## config.mk

```make
export PLATFORM = sky130hd
export DESIGN_NAME = mier_top
export DESIGN_NICKNAME = d
export VERILOG_FILES = /design/src/hdl/mier_pend.v /design/src/hdl/mier_gate.v /design/src/hdl/mier_top.v
export VERILOG_INCLUDE_DIRS = /design/src /design/src/hdl
export SDC_FILE = /design/constraint.sdc
export NUM_CORES = 1
export LEC_CHECK = 0
export BUFFER_PORTS_ARGS = -buffer_cell sky130_fd_sc_hd__buf_4
export CAP_MARGIN = 20
export CORE_MARGIN = 2
export CORE_UTILIZATION = 39
export CTS_BUF_LIST = sky130_fd_sc_hd__clkbuf_8
export DETAILED_ROUTE_END_ITERATION = 6
export GPL_TIMING_DRIVEN = 0
export MAX_ROUTING_LAYER = met4
export SETUP_SLACK_MARGIN = 0.3
export SYNTH_ARGS = -nofsm -noshare
export SYNTH_HDL_FRONTEND = slang
export SYNTH_SLANG_ARGS = --single-unit
```

## constraint.sdc

```tcl
create_clock -name sys_clk -period 4.45 [get_ports sys_clk]
set_input_delay 0.89 -clock sys_clk [delete_from_list [all_inputs] [get_ports sys_clk]]
set_output_delay 0.89 -clock sys_clk [all_outputs]
set_load 0.02 [all_outputs]
```

## src/hdl/mier_consts.vh

```
/*
 * register offsets, field positions, reset values and masks of the maskable
 * interrupt enable block.
 * assumes: included by bare name from files under hdl/.
 */
`ifndef MIER_CONSTS_VH
`define MIER_CONSTS_VH

`define MIER_OFF_EN_LOW 12'h000
`define MIER_OFF_EN_HIGH 12'h004
`define MIER_OFF_PEND_LOW 12'h008
`define MIER_OFF_PEND_HIGH 12'h00c
`define MIER_OFF_CTRL 12'h010
`define MIER_OFF_SVC_LOW 12'h014
`define MIER_OFF_SVC_HIGH 12'h018
`define MIER_OFF_IRQ_STAT 12'h01c
`define MIER_OFF_IRQ_MASK 12'h020

`define MIER_EN_LOW_RST 16'h0000
`define MIER_EN_HIGH_RST 16'h0000
`define MIER_EN_LOW_WMASK 16'hfffc
`define MIER_EN_HIGH_WMASK 16'h07ff
`define MIER_POS_OS 10
`define MIER_POS_LOG 9
`define MIER_POS_BUSERR 8
`define MIER_CTRL_GMASK_POS 0
`define MIER_CTRL_RST 1'h1
`define MIER_IRQ_W 2
`define MIER_IRQ_POS_PEND 0
`define MIER_IRQ_POS_SVC 1
`define MIER_RESP_OKAY 2'h0
`define MIER_RESP_SLVERR 2'h2

`endif

```

## src/hdl/mier_pend.v

```verilog
/*
 * pending flags for one 16-bit half: set by requests, cleared by write-one.
 * assumes: request pulses synchronous to sys_clk; reserved bits held at zero.
 */
`timescale 1ns/1ps
`default_nettype none
`include "mier_consts.vh"

module mier_pend (
    input wire sys_clk,
    input wire rst_n,
    input wire [15:0] req,
    input wire [15:0] clr,
    input wire [15:0] valid_mask,
    output reg [15:0] flags_q
);
    wire [15:0] flags_d;

    // set regardless of enable; a set beats a same-cycle clear
    assign flags_d = ((flags_q & ~clr) | req) & valid_mask;

    always @(posedge sys_clk or negedge rst_n) begin
        if (!rst_n) begin
            flags_q <= 16'h0000;
        end else begin
            flags_q <= flags_d;
        end
    end
endmodule

`default_nettype wire

```

## src/hdl/mier_gate.v

```verilog
/*
 * combines pending flags, enables and the global mask into service requests.
 * assumes: all inputs come from flip-flops in the same clock domain.
 */
`timescale 1ns/1ps
`default_nettype none

module mier_gate (
    input wire [15:0] pend_low,
    input wire [15:0] pend_high,
    input wire [15:0] en_low,
    input wire [15:0] en_high,
    input wire global_irq_mask,
    output wire [15:0] svc_low,
    output wire [15:0] svc_high,
    output wire any_svc
);
    assign svc_low = global_irq_mask ? 16'h0000 : (pend_low & en_low);
    assign svc_high = global_irq_mask ? 16'h0000 : (pend_high & en_high);
    assign any_svc = |{svc_low, svc_high};
endmodule

`default_nettype wire

```

## src/hdl/mier_top.v

```verilog
/*
 * maskable interrupt enable registers with pending flags, global mask and an
 * axi4-lite register slave; service requests and an interrupt line go out.
 * assumes: one clock, sys_clk at 40 mhz; request inputs are one-cycle pulses
 * or levels synchronous to sys_clk; the software reset instruction arrives as
 * a pulse on sw_reset.
 */
// Notes on behaviour
// - writing one enables that interrupt
// - writing zero disables, blocking service
// - hardware reset clears both enable masks
// - software reset leaves enable masks alone
// - high mask bits 15..11 read zero
// - high bit 10 enables os interrupt
// - high bit 9 enables log interrupt
// - high bit 8 enables bus-error interrupt
// - high bits 0..7 enable vectors 16..23
// - low bits 2..15 enable vectors; 1..0 zero
// - requests set pending flags regardless enables
`timescale 1ns/1ps
`default_nettype none
`include "mier_consts.vh"

module mier_top (
    input wire sys_clk,
    input wire rst_n,
    input wire sw_reset,
    input wire [15:0] vec_req_low,
    input wire [7:0] vec_req_high,
    input wire os_irq,
    input wire log_irq,
    input wire buserr_irq,
    input wire [15:0] ack_low,
    input wire [15:0] ack_high,
    input wire [11:0] s_axi_awaddr,
    input wire s_axi_awvalid,
    output reg s_axi_awready,
    input wire [31:0] s_axi_wdata,
    input wire [3:0] s_axi_wstrb,
    input wire s_axi_wvalid,
    output reg s_axi_wready,
    output reg [1:0] s_axi_bresp,
    output reg s_axi_bvalid,
    input wire s_axi_bready,
    input wire [11:0] s_axi_araddr,
    input wire s_axi_arvalid,
    output reg s_axi_arready,
    output reg [31:0] s_axi_rdata,
    output reg [1:0] s_axi_rresp,
    output reg s_axi_rvalid,
    input wire s_axi_rready,
    output reg [15:0] svc_low_q,
    output reg [15:0] svc_high_q,
    output reg global_irq_mask_q,
    output reg irq_q
);
    reg [15:0] irq_enable_low_q;
    reg [15:0] irq_enable_high_q;
    reg [`MIER_IRQ_W-1:0] irq_stat_q;
    reg [`MIER_IRQ_W-1:0] irq_mask_q;
    reg [11:0] aw_addr_q;
    reg aw_have_q;
    reg [31:0] w_data_q;
    reg [3:0] w_strb_q;
    reg w_have_q;
    reg [31:0] pend_rise_q;
    reg svc_prev_q;

    wire [15:0] pend_low;
    wire [15:0] pend_high;
    wire [15:0] svc_low;
    wire [15:0] svc_high;
    wire any_svc;
    wire wr_fire;
    wire [15:0] clr_low;
    wire [15:0] clr_high;
    wire [15:0] req_high;
    wire [`MIER_IRQ_W-1:0] irq_ev;
    wire [`MIER_IRQ_W-1:0] irq_stat_d;
    reg [31:0] rd_word;
    reg rd_hit;

    // merges the write strobes of the low half-word into old contents
    function [15:0] merge16;
        input [15:0] old;
        input [31:0] data;
        input [3:0] strb;
        input [15:0] wmask;
        reg [15:0] nv;
        begin
            nv = old;
            if (strb[0]) begin
                nv[7:0] = data[7:0];
            end
            if (strb[1]) begin
                nv[15:8] = data[15:8];
            end
            merge16 = nv & wmask;
        end
    endfunction

    function hit;
        input [11:0] a;
        input [11:0] off;
        begin
            hit = (a[11:2] == off[11:2]);
        end
    endfunction

    assign wr_fire = aw_have_q && w_have_q && !s_axi_bvalid;

    // vectors 16..23 sit in the low byte
    assign req_high = {5'h00, os_irq, log_irq, buserr_irq, vec_req_high};

    assign clr_low = ack_low | ((wr_fire && hit(aw_addr_q, `MIER_OFF_PEND_LOW) && w_strb_q[1:0] == 2'h3) ?
        w_data_q[15:0] : 16'h0000);
    assign clr_high = ack_high | ((wr_fire && hit(aw_addr_q, `MIER_OFF_PEND_HIGH) && w_strb_q[1:0] == 2'h3) ?
        w_data_q[15:0] : 16'h0000);

    mier_pend u_pend_low (
        .sys_clk(sys_clk),
        .rst_n(rst_n),
        .req(vec_req_low),
        .clr(clr_low),
        .valid_mask(`MIER_EN_LOW_WMASK),
        .flags_q(pend_low)
    );

    mier_pend u_pend_high (
        .sys_clk(sys_clk),
        .rst_n(rst_n),
        .req(req_high),
        .clr(clr_high),
        .valid_mask(`MIER_EN_HIGH_WMASK),
        .flags_q(pend_high)
    );

    mier_gate u_gate (
        .pend_low(pend_low),
        .pend_high(pend_high),
        .en_low(irq_enable_low_q),
        .en_high(irq_enable_high_q),
        .global_irq_mask(global_irq_mask_q),
        .svc_low(svc_low),
        .svc_high(svc_high),
        .any_svc(any_svc)
    );

    // sw_reset deliberately does not touch the enables
    always @(posedge sys_clk or negedge rst_n) begin
        if (!rst_n) begin
            irq_enable_low_q <= `MIER_EN_LOW_RST;
            irq_enable_high_q <= `MIER_EN_HIGH_RST;
            global_irq_mask_q <= `MIER_CTRL_RST;
        end else begin
            if (sw_reset) begin
                // software reset masks globally but keeps the enables
                global_irq_mask_q <= `MIER_CTRL_RST;
            end else if (wr_fire && hit(aw_addr_q, `MIER_OFF_CTRL) && w_strb_q[0]) begin
                // software unmasks after loading the enables
                global_irq_mask_q <= w_data_q[`MIER_CTRL_GMASK_POS];
            end
            // bits 1..0 of the low mask stay zero
            if (wr_fire && hit(aw_addr_q, `MIER_OFF_EN_LOW)) begin
                irq_enable_low_q <= merge16(irq_enable_low_q, w_data_q, w_strb_q, `MIER_EN_LOW_WMASK);
            end
            // bits 10, 9, 8 are plain r/w
            if (wr_fire && hit(aw_addr_q, `MIER_OFF_EN_HIGH)) begin
                irq_enable_high_q <= merge16(irq_enable_high_q, w_data_q, w_strb_q, `MIER_EN_HIGH_WMASK);
            end
        end
    end

    // events: a new pending flag, and service becoming available
    // both halves kept apart so a new flag is seen even when its twin is set
    assign irq_ev[`MIER_IRQ_POS_PEND] = |({pend_high, pend_low} & ~pend_rise_q);
    assign irq_ev[`MIER_IRQ_POS_SVC] = any_svc && !svc_prev_q;
    // a write-one clear loses to an event in the same cycle
    assign irq_stat_d = (irq_stat_q & ~((wr_fire && hit(aw_addr_q, `MIER_OFF_IRQ_STAT) && w_strb_q[0]) ?
        w_data_q[`MIER_IRQ_W-1:0] : {`MIER_IRQ_W{1'b0}})) | irq_ev;

    always @(posedge sys_clk or negedge rst_n) begin
        if (!rst_n) begin
            irq_stat_q <= {`MIER_IRQ_W{1'b0}};
            irq_mask_q <= {`MIER_IRQ_W{1'b0}};
            irq_q <= 1'b0;
            pend_rise_q <= 32'h00000000;
            svc_prev_q <= 1'b0;
            svc_low_q <= 16'h0000;
            svc_high_q <= 16'h0000;
        end else begin
            irq_stat_q <= irq_stat_d;
            if (wr_fire && hit(aw_addr_q, `MIER_OFF_IRQ_MASK) && w_strb_q[0]) begin
                irq_mask_q <= w_data_q[`MIER_IRQ_W-1:0];
            end
            irq_q <= |(irq_stat_q & irq_mask_q);
            pend_rise_q <= {pend_high, pend_low};
            svc_prev_q <= any_svc;
            svc_low_q <= svc_low;
            svc_high_q <= svc_high;
        end
    end

    // write channel: address and data taken in either order
    always @(posedge sys_clk or negedge rst_n) begin
        if (!rst_n) begin
            aw_addr_q <= 12'h000;
            aw_have_q <= 1'b0;
            w_data_q <= 32'h00000000;
            w_strb_q <= 4'h0;
            w_have_q <= 1'b0;
            s_axi_awready <= 1'b0;
            s_axi_wready <= 1'b0;
            s_axi_bvalid <= 1'b0;
            s_axi_bresp <= `MIER_RESP_OKAY;
        end else begin
            s_axi_awready <= !aw_have_q && !s_axi_awready && !s_axi_bvalid;
            s_axi_wready <= !w_have_q && !s_axi_wready && !s_axi_bvalid;
            if (s_axi_awvalid && s_axi_awready) begin
                aw_addr_q <= s_axi_awaddr;
                aw_have_q <= 1'b1;
                s_axi_awready <= 1'b0;
            end
            if (s_axi_wvalid && s_axi_wready) begin
                w_data_q <= s_axi_wdata;
                w_strb_q <= s_axi_wstrb;
                w_have_q <= 1'b1;
                s_axi_wready <= 1'b0;
            end
            if (wr_fire) begin
                aw_have_q <= 1'b0;
                w_have_q <= 1'b0;
                s_axi_bvalid <= 1'b1;
                s_axi_bresp <= wr_known(aw_addr_q) ? `MIER_RESP_OKAY : `MIER_RESP_SLVERR;
            end else if (s_axi_bvalid && s_axi_bready) begin
                s_axi_bvalid <= 1'b0;
            end
        end
    end

    function wr_known;
        input [11:0] a;
        begin
            wr_known = hit(a, `MIER_OFF_EN_LOW) || hit(a, `MIER_OFF_EN_HIGH) ||
                hit(a, `MIER_OFF_PEND_LOW) || hit(a, `MIER_OFF_PEND_HIGH) ||
                hit(a, `MIER_OFF_CTRL) || hit(a, `MIER_OFF_SVC_LOW) ||
                hit(a, `MIER_OFF_SVC_HIGH) || hit(a, `MIER_OFF_IRQ_STAT) ||
                hit(a, `MIER_OFF_IRQ_MASK);
        end
    endfunction

    // read mux; upper 16 bits and reserved bits read zero
    always @* begin
        rd_word = 32'h00000000;
        rd_hit = 1'b1;
        if (hit(s_axi_araddr, `MIER_OFF_EN_LOW)) begin
            rd_word[15:0] = irq_enable_low_q;
        end else if (hit(s_axi_araddr, `MIER_OFF_EN_HIGH)) begin
            rd_word[15:0] = irq_enable_high_q & `MIER_EN_HIGH_WMASK;
        end else if (hit(s_axi_araddr, `MIER_OFF_PEND_LOW)) begin
            rd_word[15:0] = pend_low;
        end else if (hit(s_axi_araddr, `MIER_OFF_PEND_HIGH)) begin
            rd_word[15:0] = pend_high;
        end else if (hit(s_axi_araddr, `MIER_OFF_CTRL)) begin
            rd_word[`MIER_CTRL_GMASK_POS] = global_irq_mask_q;
        end else if (hit(s_axi_araddr, `MIER_OFF_SVC_LOW)) begin
            rd_word[15:0] = svc_low;
        end else if (hit(s_axi_araddr, `MIER_OFF_SVC_HIGH)) begin
            rd_word[15:0] = svc_high;
        end else if (hit(s_axi_araddr, `MIER_OFF_IRQ_STAT)) begin
            rd_word[`MIER_IRQ_W-1:0] = irq_stat_q;
        end else if (hit(s_axi_araddr, `MIER_OFF_IRQ_MASK)) begin
            rd_word[`MIER_IRQ_W-1:0] = irq_mask_q;
        end else begin
            rd_hit = 1'b0;
        end
    end

    always @(posedge sys_clk or negedge rst_n) begin
        if (!rst_n) begin
            s_axi_arready <= 1'b0;
            s_axi_rvalid <= 1'b0;
            s_axi_rdata <= 32'h00000000;
            s_axi_rresp <= `MIER_RESP_OKAY;
        end else begin
            s_axi_arready <= !s_axi_arready && !s_axi_rvalid;
            if (s_axi_arvalid && s_axi_arready) begin
                s_axi_arready <= 1'b0;
                s_axi_rvalid <= 1'b1;
                s_axi_rdata <= rd_word;
                s_axi_rresp <= rd_hit ? `MIER_RESP_OKAY : `MIER_RESP_SLVERR;
            end else if (s_axi_rvalid && s_axi_rready) begin
                s_axi_rvalid <= 1'b0;
            end
        end
    end
endmodule

`default_nettype wire

```

==> results of run 1 <==
==> layer usage <==
layer / global-route usage / vias up / share of wire
met5: - / - / 0
met4: 0.0744 / 0 / 0.017
met3: 0.0315 / 27 / 0.045
met2: 0.338 / 199 / 0.46
met1: 0.310 / 2770 / 0.48
li1: - / 2631 / -
==> worst register-to-register path, delay by kind of cell (launching register included) <==
kind	cells	cell delay [ns]
buf+inv	4	1.73
flops	1	0.60
simple gates	1	0.11
==> synthesized netlist by cell type, drive strengths merged (2+ instances only) <==
cell	number
nor2b	3
nand2	43
a31o	8
clkbuf	21
inv	51
a311o	6
o21bai	4
o2111ai	3
a32oi	6
or2	2
o31ai	15
nor3	12
a221oi	3
a22oi	4
nor2	28
o21ai	21
nand3b	7
or3	6
a31oi	3
dfrtp	159
buf	34
or4	2
nand4	6
nand2b	24
nand3	14
o211ai	2
a21oi	16
o22ai	9
nor4	20
a21o	6
or4bb	2
and3b	3
o221a	3
mux2i	9
nand4b	3
mux2	56
o311ai	2
o31a	4
and2	5
nor4bb	3
==> path summary, 6_finish.rpt <==
check	from	end	slack, ns
max	global_irq_mask_q	svc_high_q[6]	1.89
min	rst_n	pend_rise_q[15]	0.41
max reg2reg	global_irq_mask_q	svc_high_q[6]	1.89
min reg2reg	s_axi_rvalid	s_axi_arready	0.45
max in group asynchronous	rst_n	s_axi_rdata[12]	3.13
min in group sys_clk	s_axi_rvalid	s_axi_arready	0.45
==> metrics by stage <==
stage	std cells	area, um^2	setup WS, ns	utilization	hold WS [ns]
2_1_floorplan	668	7320	2.00	-	0.387
3_3_place_gp	1040	8680	1.72	0.480	0.441
3_5_place_dp	1041	8710	1.68	0.482	0.442
4_1_cts	1073	9140	1.93	0.505	0.423
5_1_grt	1073	9140	1.73	0.505	0.445
6_report	1073	9140	1.89	0.505	0.412
==> layout make-up <==
| cell class | instances | area (um^2) |
|---|---|---|
| clock buffer | 19 | 262 |
| buffer | 55 | 315 |
| inverter | 51 | 191 |
| sequential | 160 | 4010 |
| multi-input combinational | 402 | 2810 |
| timing repair buffer | 144 | 1100 |
| fill | 1670 | 8940 |
| tap | 229 | 287 |
| clock inverter | 13 | 170 |
==> logic make-up (layout without fill, tap and decap cells) <==
| family | after synthesis | after routing |
|---|---|---|
| and+or+nand+nor | 188 | 188 |
| other | 1 | 25 |
| buffers and inverters | 106 | 282 |
| muxes | 65 | 65 |
| DFF | 160 | 160 |
| AOI/OAI and AO/OA | 124 | 124 |
==> registers in the layout, indices dropped and copies added (netlist names), 2 cells and up <==
| signal | count |
|---|---|
| pend_rise_q | 25 |
| s_axi_rdata | 16 |
| w_data_q | 16 |
| irq_enable_low_q | 14 |
| svc_low_q | 14 |
| u_pend_low.flags_q | 14 |
| irq_enable_high_q | 11 |
| svc_high_q | 11 |
| u_pend_high.flags_q | 11 |
| aw_addr_q | 10 |
| irq_mask_q | 2 |
| irq_stat_q | 2 |
| w_strb_q | 2 |
==> report_power, final <==
group | internal [mW] | switching, mW
Combinational | 0.379 | 0.419
Sequential | 1.67 | 0.247
Clock | 0.634 | 0.536
Total | 2.68 | 1.20
==> flow_summary.ini, run 1 <==
[run_status]
outcome = finished, violations left
violations = DRC

[sta]
period_minus_slack_ns = 2.56
worstMarginPinSlew_ns = 1.08
hold_violations = 0
period_share = 0.575
relSlewSlack = 0.271
setup-violations-final = 0
drv_slew = 0
rsz0062_at_grt = false
skew_ns = 0.0116
fmax_mhz = 391
finalSetupTns_ns = 0

[synthesis]
synth-edff-count = 0
seq_area_frac_synth = 0.554
ys_types = 63
syn-cell-area_um2 = 7230
ys_ff_latch = 160
synth_compound_area_frac = 0.124
synth_area_leaders = dfrtp_1 (55%), mux2_2 (7.5%), inv_1 (2.6%), buf_4 (2.6%), nand2_1 (2.2%)
async_flop_share = 1.00
synth_simple_gate_area_share = 0.148
yosys_warnings = 0
synth_cells = 644
yosys.area_share.adder = 0
synthMuxAreaShare = 0.104
syn_avg_cell_area_um2 = 11.2
synth_xor_area_frac = 0
netlist.area_leader.share = 0.550
synth_top_family_by_area = simple AND/OR/NAND/NOR gates
synth-main-ff-cell = dfrtp_1
synth_top_area_cell = dfrtp_1

[worst_setup_path]
critPathCaptureType = register
slowest_delay_ns = 0.60
worstSetupPathType = register to register
path_depth = 5
crit_buf_inv = 4
cp_max_fo = 10
crit_top_cell = clkbuf_1
crit_family = buffers and inverters
cp.arrival_ns = 2.89
cp_cell_sequence = clkbuf_1 -> clkbuf_1 -> clkbuf_1 -> buf_1 -> nor2_1
crit_path_top_delay_cell = dfstp_2
ff2ff_path_depth = 5
cp_data_required_time_ns = 4.78
startpoint_type = register

[final_layout]
mostFrequentLayoutCell = buf_4
area_delta_synth_final_pct = 26.5
layout_common_cells = buf_4 (167), dfrtp_1 (159), inv_1 (55)
antenna_cells = 0
fin_nets = 958
layout-drive-gt1-share = 0.333

[clock_network]
post-cts-setup-buffers = 0
clkLatencyLatePin_ns = 0.46
cts_resized = 0
cts_made_buffers = 17
cts.sinks = 160
cts_hold_buf = 0
clk_path_buf_depth = 2
cts_tree = yes
path_clk_slew_ns = 0.08
htreeDepth = 4
cts_root_buf = clkbuf_8

[floorplanning]
start_util = 0.400
fp-row-count = 49
io_pins = 202
die_w_um = 140
fp.dieArea_um2 = 19600
core_area_um2 = 18100
die_h_um = 140

[detailed_routing]
via_count = 5627
vias_per_cell = 5.24
dr.pass1.iters = 7
drt_iter0_markers = 376
ant_nets = 0
wirelength_um = 20800
drc = 11
post_drt_wl_per_cell_um = 19.4

[job]
maxCapViolCount = 0

[power]
p_per_area_nw_per_um2 = 425
power.total_mw = 3.89
p_leak_nw = 4.40
ir_drop_mv = 0.228

[placement]
dpl.hpwl_um = 16200
io_buffers = 143
place.gp.congestion = 0.938

[global_routing]
grt_pass1_wl_um = 32400
grtUsageTotal = 0.223
antenna_found_initial = 0
overflow = 0
grt_pass1_vias = 5717
grt_max_degree = 95

[min_path]
hp-class = primary input to asynchronous set/reset pin
Note: power is estimated with default switching activity, not from simulation.
==> run 2, diff against run 1 <==
==> constraint.sdc (replaced) <==
create_clock -name sys_clk -period 2.2 [get_ports sys_clk]
set_input_delay 0.44 -clock sys_clk [delete_from_list [all_inputs] [get_ports sys_clk]]
set_output_delay 0.44 -clock sys_clk [all_outputs]
set_load 0.02 [all_outputs]
==> flow_summary.ini, run 2 (same netlist as run 1, synthesis figures left out) <==
[detailed_routing]
drt_iter0_markers = 431
vias_per_cell = 5.21
ant_nets = 0
wirelength_um = 21100
via_count = 5642
post_drt_wl_per_cell_um = 19.5
dr.pass1.iters = 7
drc = 14

[worst_setup_path]
cp_data_required_time_ns = 2.55
critPathCaptureType = register
ff2ff_path_depth = 5
cp.arrival_ns = 2.46
worstSetupPathType = register to register
startpoint_type = register
cp_max_fo = 8

[placement]
post-place-ws_ns = -0.303
dpl.hpwl_um = 16300
dpl_cell_area_um2 = 8740
placedCellCount = 1041
io_buffers = 143
place.gp.congestion = 0.874

[clock_network]
cts_tree = yes
cts_made_buffers = 17
cts.sinks = 160
path_clk_slew_ns = 0.08
cts_root_buf = clkbuf_8
clkLatencyLatePin_ns = 0.46
htreeDepth = 4
clk_path_buf_depth = 2

[min_path]
whs_path_depth = 2
hp-class = primary input to register

[sta]
worstMarginPinSlew_ns = 0.762
drv_slew = 0
hold_violations = 0
period_share = 0.960
whs_ns = 0.160
finalSetupTns_ns = 0
relSlewSlack = 0.491
skew_ns = 0.0128
setup-violations-final = 0
rsz0062_at_grt = true
period_minus_slack_ns = 2.11
fmax_mhz = 473
layout_setup_ws_ns = 0.0872

[final_layout]
post-route-cell-area_um2 = 9320
final_cells = 1082
largest_register_ffs = 25
nFillCells = 1652
area_delta_synth_final_pct = 28.9
layout-drive-gt1-share = 0.374
top_register = pend_rise_q
mostFrequentLayoutCell = buf_4
fin_nets = 968
biggestRegsByFlops = pend_rise_q (25), s_axi_rdata (16), w_data_q (16)
layout_common_cells = buf_4 (173), dfrtp_1 (159), inv_1 (54)
post-route-util = 0.515
antenna_cells = 0
multiInputGateArea_um2 = 2910
seqCellArea_um2 = 4010

[global_routing]
overflow = 0
grt_max_degree = 103
antenna_found_initial = 0
grtUsageTotal = 0.228
grt_pass1_vias = 5778
grt_pass1_wl_um = 33100

[power]
clkPwrFrac = 0.260
power_switching_mw = 2.48
swShare = 0.327
pwr-share-comb = 0.226
p_leak_nw = 4.47
ir_drop_mv = 0.561
p_per_area_nw_per_um2 = 814
power.total_mw = 7.58
p_int_mw = 5.10
p_seq_frac = 0.514

[floorplanning]
core_area_um2 = 18100
fp-row-count = 49
die_h_um = 140
die_w_um = 140
start_util = 0.400
io_pins = 202
fp.dieArea_um2 = 19600

[run_status]
outcome = finished, violations left
violations = DRC

[job]
maxCapViolCount = 0
## run 2: final cells by class
type                    instances  area share
flip-flops and latches        160       0.430
multi-input cells             402       0.312
repair buffers                154       0.129
plain buffers                  55      0.0396
well taps                     229      0.0308
clock buffers                  18      0.0266
inverters                      51      0.0206
clock inverters                13      0.0109
## run 2: critical path, stage by stage (launching register included)
cell and delay [ns]:
dfrtp_1 0.39, or4_4 0.60, nor3_4 0.14, or3b_4 0.41
buf_6 0.16, mux2_4 0.30
## run 2: final timing paths
path                                         from                endpoint  slack, ns
hold reg to reg            u_pend_high.flags_q[8]         pend_rise_q[24]       0.44
min in group asynchronous                   rst_n  u_pend_low.flags_q[14]       0.52
setup reg to reg                     aw_addr_q[6]    irq_enable_low_q[13]       0.09
hold / removal                       s_axi_rready            s_axi_rvalid       0.16
max in group asynchronous                   rst_n       global_irq_mask_q       0.80
setup / recovery                     aw_addr_q[6]    irq_enable_low_q[13]       0.09
## run 2: timing repair
| item | in CTS | in global routing |
|---|---|---|
| hold buffers | 1 | 0 |
| resized for setup | 26 | 20 |
| endpoints found under the hold margin | 58 | 0 |
| setup buffers | 7 | 1 |
| gates cloned | 1 | 0 |
| setup endpoints to repair | 82 | 71 |
| pin swaps | 15 | 9 |
## run 2: power by group through the flow
| stage | Clock (mW) | Sequential (mW) | Combinational, mW |
|---|---|---|---|
| 2_1_floorplan | 0 | 3.83 | 0.983 |
| 5_1_grt | 2.14 | 3.96 | 1.87 |
| 6_report | 1.97 | 3.90 | 1.71 |
| 3_3_place_gp | 0 | 3.90 | 1.59 |
| 4_1_cts | 2.02 | 3.89 | 1.71 |
| 3_5_place_dp | 0 | 3.93 | 1.65 |
## run 2: per-layer routing
layer / track usage / part of all wire / wire length [um]
met1: 0.313 / 0.46 / 9790
met2: 0.358 / 0.47 / 9930
met3: 0.0325 / 0.051 / 1070
met4: 0.0622 / 0.013 / 269
met5: - / 0 / 0
==> run 3, diff against run 2 <==
--- a/config.mk
+++ b/config.mk
@@ -6,6 +6,7 @@
 export SDC_FILE = /design/constraint.sdc
 export NUM_CORES = 1
 export LEC_CHECK = 0
+export ABC_AREA = 1
 export BUFFER_PORTS_ARGS = -buffer_cell sky130_fd_sc_hd__buf_4
 export CAP_MARGIN = 20
 export CORE_MARGIN = 2
@@ -14,6 +15,7 @@
 export DETAILED_ROUTE_END_ITERATION = 6
 export GPL_TIMING_DRIVEN = 0
 export MAX_ROUTING_LAYER = met4
+export PLACE_DENSITY = 0.65
 export SETUP_SLACK_MARGIN = 0.3
 export SYNTH_ARGS = -nofsm -noshare
 export SYNTH_HDL_FRONTEND = slang
==> flow_summary.ini, run 3 <==
[run_status]
outcome = complete, no violations

[final_layout]
layout-drive-gt1-share = 0.257
largest_register_ffs = 25
multiInputGateArea_um2 = 2500
layout_common_cells = nand2_1 (182), buf_4 (172), dfrtp_1 (159)
seqCellArea_um2 = 4010
nFillCells = 1722
mostFrequentLayoutCell = nand2_1
biggestRegsByFlops = pend_rise_q (25), s_axi_rdata (16), w_data_q (16)
antenna_cells = 0
fin_nets = 1136
top_register = pend_rise_q
area_delta_synth_final_pct = 27.6

[power]
clkPwrFrac = 0.286
pwr-share-comb = 0.238
power_switching_mw = 2.66
ir_drop_mv = 0.574
power.total_mw = 7.86
p_per_area_nw_per_um2 = 864
p_seq_frac = 0.476
swShare = 0.338
p_leak_nw = 4.71
p_int_mw = 5.20

[synthesis]
yosys_warnings = 0
synth_top_area_cell = dfrtp_1
syn_avg_cell_area_um2 = 8.73
syn-cell-area_um2 = 7130
ys_types = 41
synth-edff-count = 0
synth_area_leaders = dfrtp_1 (56%), nand2_1 (9.6%), inv_1 (5.8%), o21ai_0 (4.8%), nor2_1 (4.6%)
synth_most_common_cell = nand2_1
netlist.area_leader.share = 0.558
synth_cells = 816
synth_commonest_cells = nand2_1 (183), dfrtp_1 (159), inv_1 (111), nor2_1 (87), o21ai_0 (69)
ys_ff_latch = 160
async_flop_share = 1.00
seq_area_frac_synth = 0.562
synth-main-ff-cell = dfrtp_1

[floorplanning]
core_area_um2 = 18000
die_h_um = 139
fp.dieArea_um2 = 19400
die_w_um = 139
io_pins = 202
fp-row-count = 49
start_util = 0.397

[sta]
relSlewSlack = 0.605
rsz0062_at_grt = true
period_minus_slack_ns = 1.77
finalSetupTns_ns = 0
layout_setup_ws_ns = 0.427
fmax_mhz = 564
drv_slew = 0
worstMarginPinSlew_ns = 0.592
period_share = 0.806
hold_violations = 0
skew_ns = 0.0131
whs_ns = 0.143
setup-violations-final = 0

[worst_setup_path]
cp_data_required_time_ns = 2.56
critPathCaptureType = register
crit_buf_inv = 4
r2r_setup_slack_ns = 0.43
slowest_delay_ns = 0.42
crit_family = buffers and inverters
cp_max_fo = 7
worstSetupPathType = register to register
crit_path_top_delay_cell = dfrtp_1
cp_cell_sequence = inv_1 -> nand3_4 -> inv_1 -> nand2_1 -> nor2_2 -> nand4_1 -> buf_4 -> buf_2 -> o21ai_0 -> nand2_1
cp.arrival_ns = 2.14
startpoint_type = register

[placement]
io_buffers = 145
dpl.hpwl_um = 15300
post-place-ws_ns = 0.163
place.gp.congestion = 0.939

[min_path]
hp-class = primary input to register

[detailed_routing]
wirelength_um = 20300
vias_per_cell = 4.85
via_count = 6070
drt_iter0_markers = 538
post_drt_wl_per_cell_um = 16.3
drc = 0
dr.pass1.iters = 5
ant_nets = 0

[clock_network]
cts_made_buffers = 17
htreeDepth = 4
clk_path_buf_depth = 2
cts_tree = yes
clkLatencyLatePin_ns = 0.48
cts.sinks = 160
path_clk_slew_ns = 0.09
cts_root_buf = clkbuf_8

[global_routing]
grt_pass1_vias = 5889
antenna_found_initial = 0
grtUsageTotal = 0.221
overflow = 0
grt_max_degree = 123
grt_pass1_wl_um = 31600

[job]
maxCapViolCount = 0
## run 3: cell types whose count changed after synthesis, sizes merged, moves of 7 or more
cell / previous run / this run
nor2: 28 / 95
a31o: 8 / 0
nand3b: 7 / 0
nor3: 12 / 21
clkbuf: 21 / 7
nand2b: 24 / 0
inv: 51 / 117
mux2: 56 / 0
nand2: 43 / 187
mux2i: 9 / 0
o21ai: 21 / 94
nand3: 14 / 43
nor4: 20 / 4
## run 3: through the flow
step                      utilization  cell area, um^2  instances
after floorplan                     -             7220        840
after global placement          0.478             8590       1214
after global routing            0.506             9090       1251
after detailed placement        0.480             8630       1215
after CTS                       0.504             9040       1248
final                           0.506             9090       1251
## run 3: repair_timing
action | 4_1_cts | 5_1_grt
setup endpoints to repair | 1 | 23
resized for setup | 1 | 10
setup buffers | 0 | 2
hold endpoints to repair | 38 | 0
cloned | 0 | 1
hold buffers | 1 | 0
pin swaps | 0 | 1
## run 3: cell families after synthesis
family | count (synthesis) | synth area share
AND/OR/NAND/NOR | 360 | 0.221
flip-flops | 160 | 0.562
buffers and inverters | 159 | 0.102
AO/OA/AOI/OAI | 136 | 0.114
other | 1 | 0.000526
## run 3: power groups by stage
stage	Combinational [mW]	Sequential, mW	Clock, mW
2_1_floorplan	1.00	3.85	0
3_3_place_gp	1.81	3.77	0
3_5_place_dp	1.86	3.78	0
4_1_cts	1.86	3.73	2.28
5_1_grt	2.10	3.81	2.41
6_report	1.87	3.74	2.25
## run 3: per-layer routing
metal / track usage / vias to the layer above / wire length [um]
li1: - / 2960 / -
met4: 0.0808 / 0 / 597
met5: - / - / 0
met2: 0.332 / 260 / 9250
met3: 0.0635 / 43 / 1760
met1: 0.288 / 2807 / 8720
## run 3: worst paths after layout
path,start,endpoint,cells past startpoint
worst max register to register,s_axi_bvalid,u_pend_low.flags_q[12],10
min in group asynchronous,rst_n,s_axi_wready,2
max in group asynchronous,rst_n,s_axi_rdata[8],3
worst min-delay path,ack_high[4],u_pend_high.flags_q[4],2
worst max-delay path,s_axi_bvalid,u_pend_low.flags_q[12],10
worst min register to register,u_pend_low.flags_q[9],pend_rise_q[9],0
## run 3: worst register-to-register path: stages, from the launching register on
cell and delay [ns]:
dfrtp_1 0.42, inv_1 0.12, nand3_4 0.12, inv_1 0.08
nand2_1 0.07, nor2_2 0.11, nand4_1 0.13, buf_4 0.19
buf_2 0.18, o21ai_0 0.19, nand2_1 0.06
## run 3: area by class of cell
| type | count | share of cell area |
|---|---|---|
| sequential | 160 | 0.440 |
| clock inverter | 15 | 0.0190 |
| buffer | 41 | 0.0322 |
| multi-input combinational | 521 | 0.275 |
| tap | 229 | 0.0315 |
| clock buffer | 17 | 0.0257 |
| inverter | 118 | 0.0493 |
| timing repair buffer | 150 | 0.127 |
